==> src/isr_pkg.sv <==
// Package of constants and command codes for the status reporting block
package isr_pkg;
  // ****************************************
  // Widths and sizes
  // ****************************************
  localparam int unsigned ISR_SET_W = 16;
  localparam int unsigned ISR_SLOT_N = 50;
  localparam int unsigned ISR_SLOT_AW = 6;
  localparam logic [7:0] ISR_SLOT_FIRST = 8'h01;
  localparam logic [7:0] ISR_SLOT_LAST = 8'h32;
  // ****************************************
  // Standard event bits
  // ****************************************
  localparam int unsigned SE_OPC = 0;
  localparam int unsigned SE_QYE = 2;
  localparam int unsigned SE_DDE = 3;
  localparam int unsigned SE_EXE = 4;
  localparam int unsigned SE_CME = 5;
  localparam int unsigned SE_PON = 7;
  localparam logic [7:0] SE_USED = 8'hbd;
  // ****************************************
  // Status byte bits
  // ****************************************
  localparam int unsigned SB_QUES = 3;
  localparam int unsigned SB_ESB = 5;
  localparam int unsigned SB_RQS = 6;
  localparam int unsigned SB_OPER = 7;
  localparam logic [7:0] SB_NO_RQS = 8'hbf;
  // ****************************************
  // Condition widths and reset values
  // ****************************************
  localparam int unsigned QUES_W = 3;
  localparam int unsigned OPER_W = 5;
  localparam logic [7:0] ESR_RST = 8'h80;
  localparam logic [7:0] REG_RST = 8'h00;
  localparam logic [7:0] ERR_NONE = 8'h00;
  localparam logic [7:0] ERR_PARITY = 8'h6e;
  localparam logic [7:0] OPC_TRUE = 8'h01;
  // ****************************************
  // Command codes
  // ****************************************
  typedef enum logic [4:0] {
    ISR_CLS = 5'h00, ISR_ESE_W = 5'h01, ISR_ESE_Q = 5'h02, ISR_ESR_Q = 5'h03,
    ISR_OPC = 5'h04, ISR_OPC_Q = 5'h05, ISR_PSC_W = 5'h06, ISR_PSC_Q = 5'h07,
    ISR_RST = 5'h08, ISR_SRE_W = 5'h09, ISR_SRE_Q = 5'h0a, ISR_STB_Q = 5'h0b,
    ISR_TRG = 5'h0c, ISR_SAV = 5'h0d, ISR_RCL = 5'h0e, ISR_ERR_Q = 5'h0f,
    ISR_REM = 5'h10, ISR_LOC = 5'h11, ISR_RWL = 5'h12, ISR_QEV_Q = 5'h13,
    ISR_QCD_Q = 5'h14, ISR_QEN_W = 5'h15, ISR_QEN_Q = 5'h16, ISR_OEV_Q = 5'h17,
    ISR_OCD_Q = 5'h18, ISR_OEN_W = 5'h19, ISR_OEN_Q = 5'h1a, ISR_TRIG = 5'h1b,
    ISR_TSRC_W = 5'h1c
  } isr_cmd_t;
  // ****************************************
  // Sequencer states
  // ****************************************
  typedef enum logic [2:0] {
    ISR_IDLE = 3'b001,
    ISR_RECALL = 3'b010,
    ISR_OPC_WAIT = 3'b100
  } isr_state_t;
endpackage

==> src/isr_slot_mem.sv <==
// Setting slot memory with registered read data
`timescale 1ns/100ps
`default_nettype none
module isr_slot_mem
  import isr_pkg::*;
(
  input wire logic core_clk,
  input wire logic wr_en,
  input wire logic [ISR_SLOT_AW-1:0] wr_addr,
  input wire logic [4*ISR_SET_W-1:0] wr_data,
  input wire logic rd_en,
  input wire logic [ISR_SLOT_AW-1:0] rd_addr,
  output logic [4*ISR_SET_W-1:0] rd_data
);
  logic [4*ISR_SET_W-1:0] mem [ISR_SLOT_N];

  always_ff @(posedge core_clk) begin
    if (wr_en) begin
      mem[wr_addr] <= wr_data;
    end
  end

  always_ff @(posedge core_clk) begin
    if (rd_en) begin
      rd_data <= mem[rd_addr];
    end
  end
endmodule
`default_nettype wire

==> src/isr_status_core.sv <==
// Status registers and common command logic of the remote interface
// Overview of operation
// Clear-status zeroes event, condition, status, error; code leaves questionable event and operation condition uncleared
// Standard event enable mask, writable and readable
// Standard event bits: 7,5,4,3,2,0 used
// Enabled standard event sets event summary
// Standard event read returns then clears
// Operation complete set after earlier commands finish
// Power-on clear one: reset clears enables, events; code keeps status enable mask and questionable, operation events
// Power-on clear zero: masks kept, restored; code ANDs status enable mask with saved status byte instead
// Status enable mask drives request service bit
// Status byte read returns then clears
// Status byte bits: 7,6,5,3 used
// Trigger only when trigger source is bus
// Save, recall slots 1 to 50
// Error query returns code; 110 is parity
// Remote, local, remote lock modes
// Questionable bits: volts, thermal, regulation
// Questionable event read returns then clears
// Questionable condition change latches event
// Enabled questionable event sets questionable summary
// Operation bits 0 to 4; read clears
// Operation condition change latches event
// Enabled operation event sets operation summary
// Summaries are OR of event AND mask
// Host reads status byte, then event register
`timescale 1ns/100ps
`default_nettype none
module isr_status_core
  import isr_pkg::*;
(
  input wire logic core_clk,
  input wire logic rst,
  input wire logic cmd_valid,
  output logic cmd_ready,
  input wire isr_cmd_t cmd_code,
  input wire logic [7:0] cmd_arg,
  output logic rsp_valid,
  output logic [7:0] rsp_data,
  input wire logic dev_reset,
  input wire logic exec_idle,
  input wire logic cmd_error,
  input wire logic exec_error,
  input wire logic dev_error,
  input wire logic query_error,
  input wire logic rxd_parity_error,
  input wire logic err_valid,
  input wire logic [7:0] err_code_in,
  input wire logic excess_output_volts_flag,
  input wire logic thermal_limit_flag,
  input wire logic unregulated_flag,
  input wire logic calibration_busy,
  input wire logic trigger_wait_flag,
  input wire logic voltage_regulated_flag,
  input wire logic current_limited_flag,
  input wire logic remote_inhibit_level,
  input wire logic [ISR_SET_W-1:0] set_current,
  input wire logic [ISR_SET_W-1:0] set_voltage,
  input wire logic [ISR_SET_W-1:0] set_voltage_max,
  input wire logic [ISR_SET_W-1:0] set_voltage_step,
  output logic recall_valid,
  output logic [4*ISR_SET_W-1:0] recall_settings,
  output logic trigger_pulse,
  output logic trigger_source_bus,
  output logic remote_mode,
  output logic local_key_locked,
  output logic [7:0] request_status
);
  // ****************************************
  // Command decode
  // ****************************************
  isr_state_t state;
  logic take;
  logic is_q;
  logic slot_ok;
  logic [ISR_SLOT_AW-1:0] slot_idx;
  logic [7:0] slot_off;

  assign cmd_ready = (state == ISR_IDLE);
  assign take = cmd_valid && cmd_ready;
  assign is_q = take && (cmd_code == ISR_ESE_Q || cmd_code == ISR_ESR_Q ||
    cmd_code == ISR_PSC_Q || cmd_code == ISR_SRE_Q || cmd_code == ISR_STB_Q ||
    cmd_code == ISR_ERR_Q || cmd_code == ISR_QEV_Q || cmd_code == ISR_QCD_Q ||
    cmd_code == ISR_QEN_Q || cmd_code == ISR_OEV_Q || cmd_code == ISR_OCD_Q ||
    cmd_code == ISR_OEN_Q);
  // slot range check
  assign slot_ok = (cmd_arg >= ISR_SLOT_FIRST) && (cmd_arg <= ISR_SLOT_LAST);
  assign slot_off = cmd_arg - ISR_SLOT_FIRST;
  assign slot_idx = slot_off[ISR_SLOT_AW-1:0];

  function automatic logic hit(input isr_cmd_t c);
    hit = take && (cmd_code == c);
  endfunction

  // ****************************************
  // Registers
  // ****************************************
  logic [7:0] std_event_status, std_event_enable, stb, summary_enable_mask, qev, qen, oev, oen, err_code;
  logic [7:0] nv_stb, nv_ese, nv_qen, nv_oen;
  logic [QUES_W-1:0] qcond, qprev, qin;
  logic [OPER_W-1:0] ocond, oprev, oin;
  logic psc;
  logic [7:0] se_evt, sb_sum;
  logic [7:0] sb_keep;
  logic opc_set;

  assign qin = {unregulated_flag, thermal_limit_flag, excess_output_volts_flag};
  assign oin = {remote_inhibit_level, current_limited_flag, voltage_regulated_flag,
    trigger_wait_flag, calibration_busy};
  assign request_status = stb;
  // Status bits that survive this edge; a read drops stale ones from service request
  assign sb_keep = hit(ISR_STB_Q) ? REG_RST : stb;

  // event bit placement
  always_comb begin
    se_evt = REG_RST;
    se_evt[SE_OPC] = opc_set;
    se_evt[SE_QYE] = query_error;
    se_evt[SE_DDE] = dev_error;
    se_evt[SE_EXE] = exec_error || ((hit(ISR_SAV) || hit(ISR_RCL)) && !slot_ok);
    se_evt[SE_CME] = cmd_error;
    se_evt[SE_PON] = dev_reset;
  end

  // summaries from event and mask
  always_comb begin
    sb_sum = REG_RST;
    // questionable summary
    sb_sum[SB_QUES] = |(qev & qen);
    // event summary
    sb_sum[SB_ESB] = |(std_event_status & std_event_enable);
    // operation summary
    sb_sum[SB_OPER] = |(oev & oen);
    // request service from masked status
    sb_sum[SB_RQS] = |((sb_keep | sb_sum) & summary_enable_mask & SB_NO_RQS);
  end

  // standard event enable
  always_ff @(posedge core_clk or posedge rst) begin
    if (rst) begin
      std_event_enable <= REG_RST;
    end else if (dev_reset) begin
      std_event_enable <= psc ? REG_RST : nv_ese;
    end else if (hit(ISR_ESE_W)) begin
      std_event_enable <= cmd_arg;
    end
  end

  // standard event status, set wins
  always_ff @(posedge core_clk or posedge rst) begin
    if (rst) begin
      std_event_status <= ESR_RST;
    end else if (hit(ISR_CLS) || hit(ISR_ESR_Q) || (dev_reset && psc)) begin
      std_event_status <= se_evt & SE_USED;
    end else begin
      std_event_status <= (std_event_status | se_evt) & SE_USED;
    end
  end

  // status byte, restored under
  always_ff @(posedge core_clk or posedge rst) begin
    if (rst) begin
      stb <= REG_RST;
    end else if (dev_reset && !psc) begin
      stb <= nv_stb;
    end else if (hit(ISR_CLS)) begin
      stb <= REG_RST;
    end else if (hit(ISR_STB_Q)) begin
      stb <= sb_sum;
    end else begin
      stb <= stb | sb_sum;
    end
  end

  // status byte enable mask
  always_ff @(posedge core_clk or posedge rst) begin
    if (rst) begin
      summary_enable_mask <= REG_RST;
    end else if (dev_reset && !psc) begin
      summary_enable_mask <= nv_stb & summary_enable_mask;
    end else if (hit(ISR_SRE_W)) begin
      summary_enable_mask <= cmd_arg;
    end
  end

  // power-on clear flag and retained copies
  always_ff @(posedge core_clk or posedge rst) begin
    if (rst) begin
      psc <= 1'b1;
      nv_stb <= REG_RST;
      nv_ese <= REG_RST;
      nv_qen <= REG_RST;
      nv_oen <= REG_RST;
    end else begin
      if (hit(ISR_PSC_W)) begin
        psc <= cmd_arg[0];
      end
      if (!psc && !dev_reset) begin
        nv_stb <= stb;
        nv_ese <= std_event_enable;
        nv_qen <= qen;
        nv_oen <= oen;
      end
    end
  end

  // questionable condition and event
  always_ff @(posedge core_clk or posedge rst) begin
    if (rst) begin
      qcond <= '0;
      qprev <= '0;
      qev <= REG_RST;
    end else begin
      qprev <= qin;
      qcond <= hit(ISR_CLS) ? '0 : qin;
      // read clears, change latch wins
      if (hit(ISR_QEV_Q)) begin
        qev <= {5'h00, qin ^ qprev};
      end else begin
        qev <= qev | {5'h00, qin ^ qprev};
      end
    end
  end

  // questionable enable
  always_ff @(posedge core_clk or posedge rst) begin
    if (rst) begin
      qen <= REG_RST;
    end else if (dev_reset) begin
      qen <= psc ? REG_RST : nv_qen;
    end else if (hit(ISR_QEN_W)) begin
      qen <= cmd_arg;
    end
  end

  // operation condition and event
  always_ff @(posedge core_clk or posedge rst) begin
    if (rst) begin
      ocond <= '0;
      oprev <= '0;
      oev <= REG_RST;
    end else begin
      oprev <= oin;
      ocond <= oin;
      // clear-status zeroes the event
      if (hit(ISR_OEV_Q) || hit(ISR_CLS)) begin
        oev <= {3'h0, oin ^ oprev};
      end else begin
        oev <= oev | {3'h0, oin ^ oprev};
      end
    end
  end

  // operation enable
  always_ff @(posedge core_clk or posedge rst) begin
    if (rst) begin
      oen <= REG_RST;
    end else if (dev_reset) begin
      oen <= psc ? REG_RST : nv_oen;
    end else if (hit(ISR_OEN_W)) begin
      oen <= cmd_arg;
    end
  end

  // pending error code, new error wins over clear
  always_ff @(posedge core_clk or posedge rst) begin
    if (rst) begin
      err_code <= ERR_NONE;
    end else if (rxd_parity_error) begin
      err_code <= ERR_PARITY;
    end else if (err_valid) begin
      err_code <= err_code_in;
    end else if (hit(ISR_CLS) || hit(ISR_ERR_Q)) begin
      err_code <= ERR_NONE;
    end
  end

  // ****************************************
  // Sequencer for completion and recall
  // ****************************************
  // completion waits for earlier commands
  always_ff @(posedge core_clk or posedge rst) begin
    if (rst) begin
      state <= ISR_IDLE;
    end else begin
      case (state)
        ISR_IDLE: begin
          if (hit(ISR_RCL) && slot_ok) begin
            state <= ISR_RECALL;
          end else if ((hit(ISR_OPC) || hit(ISR_OPC_Q)) && !exec_idle) begin
            state <= ISR_OPC_WAIT;
          end
        end
        ISR_RECALL: state <= ISR_IDLE;
        ISR_OPC_WAIT: begin
          if (exec_idle) begin
            state <= ISR_IDLE;
          end
        end
        default: state <= ISR_IDLE;
      endcase
    end
  end

  logic opc_query;
  assign opc_set = (hit(ISR_OPC) && exec_idle) ||
    (state == ISR_OPC_WAIT && exec_idle && !opc_query);

  always_ff @(posedge core_clk or posedge rst) begin
    if (rst) begin
      opc_query <= 1'b0;
    end else if (hit(ISR_OPC_Q)) begin
      opc_query <= 1'b1;
    end else if (hit(ISR_OPC)) begin
      opc_query <= 1'b0;
    end
  end

  // ****************************************
  // Query answers
  // ****************************************
  logic [7:0] next_rsp;
  always_comb begin
    case (cmd_code)
      ISR_ESE_Q: next_rsp = std_event_enable;
      ISR_ESR_Q: next_rsp = std_event_status;
      ISR_PSC_Q: next_rsp = {7'h00, psc};
      ISR_SRE_Q: next_rsp = summary_enable_mask;
      ISR_STB_Q: next_rsp = stb;
      ISR_ERR_Q: next_rsp = err_code;
      ISR_QEV_Q: next_rsp = qev;
      ISR_QCD_Q: next_rsp = {5'h00, qcond};
      ISR_QEN_Q: next_rsp = qen;
      ISR_OEV_Q: next_rsp = oev;
      ISR_OCD_Q: next_rsp = {3'h0, ocond};
      ISR_OEN_Q: next_rsp = oen;
      default: next_rsp = REG_RST;
    endcase
  end

  logic opc_done_q;
  assign opc_done_q = opc_query && ((state == ISR_OPC_WAIT && exec_idle) ||
    (hit(ISR_OPC_Q) && exec_idle));

  always_ff @(posedge core_clk or posedge rst) begin
    if (rst) begin
      rsp_valid <= 1'b0;
      rsp_data <= REG_RST;
    end else begin
      rsp_valid <= is_q || opc_done_q || (hit(ISR_OPC_Q) && exec_idle);
      if (hit(ISR_OPC_Q) || opc_done_q) begin
        rsp_data <= OPC_TRUE;
      end else if (is_q) begin
        rsp_data <= next_rsp;
      end
    end
  end

  // ****************************************
  // Trigger, modes, save and recall
  // ****************************************
  // bus trigger gating
  always_ff @(posedge core_clk or posedge rst) begin
    if (rst) begin
      trigger_source_bus <= 1'b1;
      trigger_pulse <= 1'b0;
    end else begin
      trigger_pulse <= (hit(ISR_TRG) || hit(ISR_TRIG)) && trigger_source_bus;
      if (hit(ISR_RST)) begin
        trigger_source_bus <= 1'b1;
      end else if (hit(ISR_TSRC_W)) begin
        trigger_source_bus <= cmd_arg[0];
      end
    end
  end

  // remote and local modes
  always_ff @(posedge core_clk or posedge rst) begin
    if (rst) begin
      remote_mode <= 1'b0;
      local_key_locked <= 1'b0;
    end else if (hit(ISR_REM) || hit(ISR_RWL)) begin
      remote_mode <= 1'b1;
      local_key_locked <= hit(ISR_RWL);
    end else if (hit(ISR_LOC)) begin
      remote_mode <= 1'b0;
      local_key_locked <= 1'b0;
    end
  end

  // slot store
  isr_slot_mem u_slots (
    .core_clk(core_clk),
    .wr_en(hit(ISR_SAV) && slot_ok),
    .wr_addr(slot_idx),
    .wr_data({set_voltage_step, set_voltage_max, set_voltage, set_current}),
    .rd_en(hit(ISR_RCL) && slot_ok),
    .rd_addr(slot_idx),
    .rd_data(recall_settings)
  );
  assign recall_valid = (state == ISR_RECALL);

  // ****************************************
  // Checks
  // ****************************************
  clear_status_a: assert property (@(posedge core_clk) disable iff (rst)
    hit(ISR_CLS) && !err_valid && !rxd_parity_error |=> err_code == ERR_NONE && qcond == '0)
    else $error("clear status left state");
  esr_read_a: assert property (@(posedge core_clk) disable iff (rst)
    hit(ISR_ESR_Q) |=> rsp_valid && rsp_data == $past(std_event_status) && std_event_status == ($past(se_evt) & SE_USED))
    else $error("event read did not clear");
  esb_summary_a: assert property (@(posedge core_clk) disable iff (rst)
    |(std_event_status & std_event_enable) && !dev_reset && !hit(ISR_CLS) |=> stb[SB_ESB])
    else $error("event summary missing");
  rqs_summary_a: assert property (@(posedge core_clk) disable iff (rst)
    |(stb & summary_enable_mask & SB_NO_RQS) && !dev_reset && !hit(ISR_CLS) && !hit(ISR_STB_Q)
    |=> stb[SB_RQS])
    else $error("request service missing");
  ques_latch_a: assert property (@(posedge core_clk) disable iff (rst)
    qin[0] != qprev[0] |=> qev[0])
    else $error("questionable change not latched");
  oper_latch_a: assert property (@(posedge core_clk) disable iff (rst)
    oin[2] != oprev[2] |=> oev[2])
    else $error("operation change not latched");
  trig_gate_a: assert property (@(posedge core_clk) disable iff (rst)
    trigger_pulse |-> $past(trigger_source_bus))
    else $error("trigger without bus source");
  opc_wait_a: assert property (@(posedge core_clk) disable iff (rst)
    hit(ISR_OPC) && !exec_idle |=> !std_event_status[SE_OPC] || $past(std_event_status[SE_OPC]))
    else $error("completion set too early");
  psc_clear_a: assert property (@(posedge core_clk) disable iff (rst)
    dev_reset && psc |=> qen == REG_RST && oen == REG_RST && std_event_enable == REG_RST)
    else $error("power-on clear missed");
  recall_a: assert property (@(posedge core_clk) disable iff (rst)
    hit(ISR_RCL) && slot_ok |=> recall_valid ##1 !recall_valid)
    else $error("recall timing wrong");
endmodule
`default_nettype wire

==> config.mk <==
export PLATFORM = sky130hd
export DESIGN_NAME = isr_status_core
export DESIGN_NICKNAME = d
export VERILOG_FILES = /design/src/isr_pkg.sv /design/src/isr_slot_mem.sv /design/src/isr_status_core.sv
export SDC_FILE = /design/constraint.sdc
export NUM_CORES = 2
export LEC_CHECK = 0
export BUFFER_PORTS_ARGS = -buffer_cell sky130_fd_sc_hd__buf_4
export CORE_MARGIN = 10
export CORE_UTILIZATION = 45
export DETAILED_ROUTE_END_ITERATION = 8
export PLACE_DENSITY_LB_ADDON = 0.2
export SYNTH_ARGS = -nofsm -noshare
export SYNTH_HDL_FRONTEND = slang
export SYNTH_SLANG_ARGS = --single-unit
==> constraint.sdc <==
create_clock -name core_clk -period 14.9 [get_ports core_clk]
set_clock_uncertainty 0.15 [all_clocks]
set_input_delay 2.235 -clock core_clk [delete_from_list [all_inputs] [get_ports core_clk]]
set_output_delay 2.235 -clock core_clk [all_outputs]
set_load 0.005 [all_outputs]
### Word level (Yosys, flattened, before mapping)

Memories as Yosys holds them, arrays and structs flattened. A register that Yosys moved wholly into a read port is not among the register bits.
Index checks and enable logic that the tools add are counted.

| operators by class | value |
|---|---|
| add/subtract/negate cells | 1 |
| magnitude comparators | 2 |
| eq/ne operators | 33 |
| mux-type cells | 38 |
| bitwise logic cells | 12 |
| reductions and logical operators | 83 |

Operator list:

| operator | number |
|---|---|
| $mux 8 | 23 |
| $pmux 8 s12 | 1 |
| $eq 5x5->1 const B | 13 |
| $and 8x8->8 | 5 |
| $eq 5x4->1 const B | 8 |
| $logic_and 1x1->1 | 38 |
| $logic_or 1x1->1 | 25 |
| $or 8x8->8 | 3 |
| $reduce_or 8->1 | 3 |
| $eq 5x3->1 const B | 4 |
| $reduce_bool 2->1 | 8 |
| $mux 3 | 4 |
| $eq 5x2->1 const B | 2 |
| $mux 1 | 9 |
| $ge 8x1->1 const B | 1 |
| $le 8x6->1 const B | 1 |
| $or 8x3->8 | 1 |
| $or 8x5->8 | 1 |
| $reduce_or 7->1 | 1 |
| $pmux 3 s2 | 1 |
| $sub 6x1->6 const B | 1 |
| $eq 5x1->1 const B | 1 |
| $logic_not 1->1 | 5 |
| $logic_not 5->1 | 1 |
| 9 further kinds | 9 |

| storage, ports and cells | value |
|---|---|
| register bits after elaboration | 133 |
| memory bits (writable) | 3200 |
| output and inout port bits | 87 |
| memories | 1 |

Memories:

| name | depth | bits a word | read ports | clocked after Yosys merged registers in | wr ports | line | source |
|---|---|---|---|---|---|---|---|
| u_slots.mem | 50 | 64 | 1 | 1 | 1 | isr_slot_mem.sv:15 | `logic [4*ISR_SET_W-1:0] mem [ISR_SLOT_N];` |

### Logic depth before layout (Yosys ltp)

| logic depth | value |
|---|---|
| depth after elaboration | 15 |
| depth in mapped cells | 16 |
| mapped depth without buffers | 8 |

### Modules after synthesis

From an unflattened synthesis, not the netlist that was laid out.

| unflattened totals | value |
|---|---|
| cells, all modules | 6330 |
| area, all modules | 130770.4 sq um |

Modules (own cells, without submodules):

| module | instances | cells an instance | area an instance (sq um) | sequential area each (sq um) |
|---|---|---|---|---|
| isr_slot_mem | 1 | 5784 | 124963.6 | 98014.0 |
| isr_status_core | 1 | 546 | 5806.8 | 3083.0 |

### Worst setup path after synthesis

No wires, ideal clock.

| timing path | value |
|---|---|
| kind | input -> register |
| start | in cmd_arg[0] |
| end | reg u_slots.rd_data[0], read port of u_slots.mem (enable) |
| library setup time | 0.650 ns |
| data arrival time | 10.186 ns |
| required time | 14.100 ns |
| slack | 3.915 ns |
| stages | 9 |
| buffers on the path | 3 |
| cells stage by stage | buf_2 > inv_1 > buf_1 > clkbuf_1 > ha_1 > nor2b_1 > o311ai_0 > o311ai_0 > nor4_1 |

| between the ends | value |
|---|---|
| word-level cells in the longest chain between the ends | 3 |
| elaborated cells on any way between the ends | 5 |
| those cells by class | 1 x add/sub; 2 x order compare; 2 x reduce/logical |

Ends and longest elaborated chain:

| item | line | source |
|---|---|---|
| from (decl) | isr_status_core.sv:37 | `input wire logic [7:0] cmd_arg,` |
| $ge 8x1->1 or $le 8x6->1 (tied branches) | isr_status_core.sv:87 | `assign slot_ok = (cmd_arg >= ISR_SLOT_FIRST) && (cmd_arg <= ISR_SLOT_LAST);` |
| $logic_and 1x1->1 (*) | isr_status_core.sv:87 |  |
| $logic_and 1x1->1 (*) | isr_status_core.sv:397 | `.rd_en(hit(ISR_RCL) && slot_ok),` |
| via u_slots.rd_en | isr_slot_mem.sv:11 | `input wire logic rd_en,` |
| to (decl) | isr_slot_mem.sv:13 | `output logic [4*ISR_SET_W-1:0] rd_data` |

The timed path passes the listed nets; every way through them passes the cells marked *.
A chain may end at the register's enable or synchronous reset.

### Worst setup path after layout

| timing path | value |
|---|---|
| start | in cmd_arg[0] |
| end | mem u_slots.mem[21][2] (netlist bit) (enable) |

| between the ends | value |
|---|---|
| word-level cells in the longest chain between the ends | 5 |
| elaborated cells on any way between the ends | 7 |
| those cells by class | 1 x add/sub; 2 x order compare; 2 x mux; 2 x reduce/logical |

Ends and longest elaborated chain:

| item | line | source |
|---|---|---|
| $ge 8x1->1 or $le 8x6->1 (tied branches) | isr_status_core.sv:87 |  |
| $logic_and 1x1->1 | isr_status_core.sv:87 |  |
| $logic_and 1x1->1 | isr_status_core.sv:394 | `.wr_en(hit(ISR_SAV) && slot_ok),` |
| $mux 1 | isr_slot_mem.sv:18 | `if (wr_en) begin` |
| $mux 1 (not written as such) | isr_slot_mem.sv:19 | `mem[wr_addr] <= wr_data;` |
| to (decl) | isr_slot_mem.sv:15 |  |

Several ways; a longest one is shown, not always the timed one.

==> results.py <==
metrics = {
    "hold_path": {
        "hold_class": "flop to flop",
    },
    "timing": {
        "period_minus_slack_ns": 8.265,
        "slew_viol_final": 0,
        "fmax_mhz": 121.0,
        "min_period_over_period_pct": 55.47,
        "whs_ns": 0.3395,
        "setup_viol": 0,
        "finalHoldViolCount": 0,
        "tightestPinTransition_ns": 1.241,
        "post-route-worst-setup-slack_ns": 6.635,
        "tns_ns": 0,
        "max_slew_margin_pct": 17.25,
        "grt_setup_unrepaired": "false",
    },
    "synthesis": {
        "muxShareOfSynthArea_pct": 7.148,
        "yosys.area_share.xor_xnor_pct": 0.08638,
        "yosys.area.top_type_share_pct": 75.19,
        "syn_nets": 8177,
        "synth_cell_types": 83,
        "synthMostInstantiatedCell": "edfxtp_1",
        "async_reset_ff_share_pct": 3.632,
        "yosysTopAreaCell": "edfxtp_1",
        "synth_compound_area_share_pct": 4.331,
        "synthTopCellsByCount": "edfxtp_1, nand2_1, nand3_1",
        "syn-cell-area_um2": 130400,
        "synth_edf_count": 3264,
        "synth_ff_type": "edfxtp_1",
        "synth_area_per_cell_um2": 16.15,
        "ys_top_cells_by_area": "edfxtp_1, nand2_1, mux4_2, mux2i_1, dfrtp_1",
        "yosys_warnings": 0,
        "syn_inst": 8070,
        "ys_ff_latch": 3387,
        "yosys.area_share.adder_pct": 0.02879,
        "synthSimpleGateAreaFrac_pct": 9.156,
        "ys_seq_area_share_pct": 77.55,
        "synth_top_family_by_area": "simple AND/OR/NAND/NOR gates",
    },
    "pwr": {
        "power_frac_clock_pct": 41.8,
        "seqPwrFrac_pct": 51.2,
        "power_switching_share_pct": 23.18,
        "ir_drop_v": 0.00009594,
        "p_total_mw": 20.53,
        "p_int_mw": 15.77,
        "leakagePower_nw": 48.85,
        "switching_power_mw": 4.761,
        "power_frac_comb_pct": 6.9,
        "power_density_nw_per_um2": 139.0,
    },
    "setup_path": {
        "critPathTopFamily": "buffers and inverters",
        "cp_cell_sequence": "buf_8 -> clkinv_2 -> ha_4 -> inv_6 -> nor2_4 -> buf_4 -> buf_12 -> nand2_1 -> nor2_4 -> buf_4 -> buf_4",
        "timing.critical_path.buf_inv": 7,
        "criticalPathCategory": "primary input to flop",
        "path_common_cell": "buf_4",
        "startpoint_type": "primary input",
        "max_stage_delay_ns": 0.83,
        "crit_fanout": 122,
        "slowest_stage": "buf_4",
        "cp.required_ns": 15.28,
        "cp-end-kind": "flop",
        "cp.arrival_ns": 8.64,
    },
    "cts": {
        "post_cts_resized": 0,
        "cts.sinks": 3387,
        "cts-root-buf": "clkbuf_16",
        "clockBufferDepth": 4,
        "cts_tree": "yes",
        "cts_hold_buffers": 0,
        "htreeDepth": 5,
        "cts_buffers": 346,
        "cts_setup_buffers": 0,
        "clkLatencyLatePin_ns": 0.94,
        "cts.clk_slew.worst_paths_ns": 0.06,
    },
    "cells_and_area": {
        "multi_input_area_um2": 27630,
        "post-route-util_pct": 51.27,
        "nets": 8444,
        "fin_cells": 12410,
        "syn_to_final_growth_pct": 13.33,
        "fillCellCount": 23390,
        "final_cell_area_um2": 147700,
        "drive_gt1_share_pct": 14.70,
        "seq_area_um2": 101100,
    },
    "job": {
        "cap_violations": 0,
    },
    "global_routing": {
        "gr-total-overflow": 0,
        "grt_pass1_wl_mm": 590.4,
        "busiest_layer": "met2",
        "track_usage_pct": 26.53,
        "grt_pass1_vias": 74760,
        "antenna_found_initial": 31,
        "met2_usage_pct": 41.65,
        "grt_max_degree": 190,
        "met3_usage_pct": 5.093,
        "grt_util_met1_pct": 37.55,
    },
    "route": {
        "drt_drc_violations_left": 0,
        "dr.pass1.iters": 7,
        "wire_per_inst_um": 34.28,
        "via_per_inst": 6.331,
        "antenna_left": 0,
        "detail_route.iter0.violations": 11770,
        "totalWireLength_mm": 425.6,
        "dr_total_vias": 78590,
    },
    "floorplan": {
        "dieHeight_um": 558.2,
        "core_area_um2": 288100,
        "ios": 191,
        "initial_utilization_pct": 45.24,
        "die_w_um": 558.2,
        "std_cell_rows": 197,
        "die-area_um2": 311600,
    },
    "placement": {
        "placed_cell_area_um2": 136600,
        "gp_congestion": 0.8404,
        "port_buffers": 190,
        "post-dp-hpwl_mm": 217.7,
        "place_inst": 11770,
        "dp_slack_ns": 5.807,
    },
    "status": {
        "status": "completed",
    },
}
==> final timing paths <==
kind,from,to,slack [ns],depth (start not counted)
max reg2reg,state[0],u_slots.mem[8][11],9.42,9
max in group asynchronous,rst,std_event_enable[7],11.99,3
min,rsp_data[3],rsp_data[3],0.34,1
min in group asynchronous,rst,rsp_valid,1.28,2
max,cmd_arg[0],u_slots.mem[21][2],6.64,11
min reg2reg,rsp_data[3],rsp_data[3],0.34,1
==> cell type report <==
class,instances,share of cell area (%)
Tap cell,3781,3.202
Timing Repair Buffer,399,2.117
Antenna cell,12,0.02033
Clock inverter,199,1.288
Multi-Input combinational cell,4190,18.70
Inverter,13,0.03896
Sequential cell,3387,68.43
Clock buffer,432,6.199
==> cell families after synthesis <==
group                      count (synthesis)
DFF                                     3387
buffers and inverters                    493
muxes                                    610
xor gates and xnor gates                  12
and+or+nand+nor                         2749
AOI/OAI and AO/OA                        816
adders and majority gates                  3
==> flip-flops by register name, indices dropped and copies added (netlist names), 3 cells and up <==
signal / flops
state: 3
rsp_data: 8
qev: 3
nv_oen: 8
nv_stb: 8
nv_qen: 8
nv_ese: 8
oprev: 5
oen: 8
summary_enable_mask: 8
err_code: 8
qen: 8
request_status: 8
oev: 5
std_event_status: 6
u_slots.mem: 3200
std_event_enable: 8
qprev: 3
qcond: 3
u_slots.rd_data: 64
==> metal layers <==
metal  share of wire, %  up-vias
met5              0.028        -
met4                3.6       18
met3                 11      823
met2                 46     4907
met1                 39    41000
li1                   -    31850
==> cells in the final DEF (no fill, tap or decap), types with 37 or more instances in the layout <==
cell type / synthesis / routed
o22ai_1: 105 / 105
nand4_1: 151 / 151
mux2_2: 37 / 37
clkinv_2: 0 / 68
a32oi_1: 131 / 131
mux4_2: 253 / 253
buf_4: 17 / 388
clkinv_1: 0 / 77
mux2i_1: 320 / 320
nor2_4: 0 / 56
edfxtp_1: 3264 / 3264
a21oi_1: 199 / 198
a31oi_1: 69 / 68
o21ai_0: 62 / 62
dfrtp_1: 119 / 119
nand2_1: 1737 / 1730
clkbuf_1: 185 / 75
a22oi_1: 49 / 49
nand3_1: 562 / 562
clkbuf_16: 0 / 352
nor2_1: 112 / 57
==> worst reg2reg max path, cell delays in order (launching register included) <==
cell,delay [ns]
dfstp_2,0.55
nor4bb_2,0.21
buf_4,0.27
nand2_1,0.34
nor4_1,0.46
buf_4,0.26
nand2_1,0.45
nor2_4,0.97
buf_4,0.58
buf_4,0.72
==> power groups by stage <==
stage	Combinational, mW	Sequential [mW]	Clock [mW]
finish	1.42	10.5	8.59
global route	1.51	10.5	9.04
CTS	1.41	10.5	8.66
detailed placement	1.40	10.7	0
global placement	1.39	10.7	0
floorplan	0.811	10.7	0
Power figures use the tool's default switching activity.
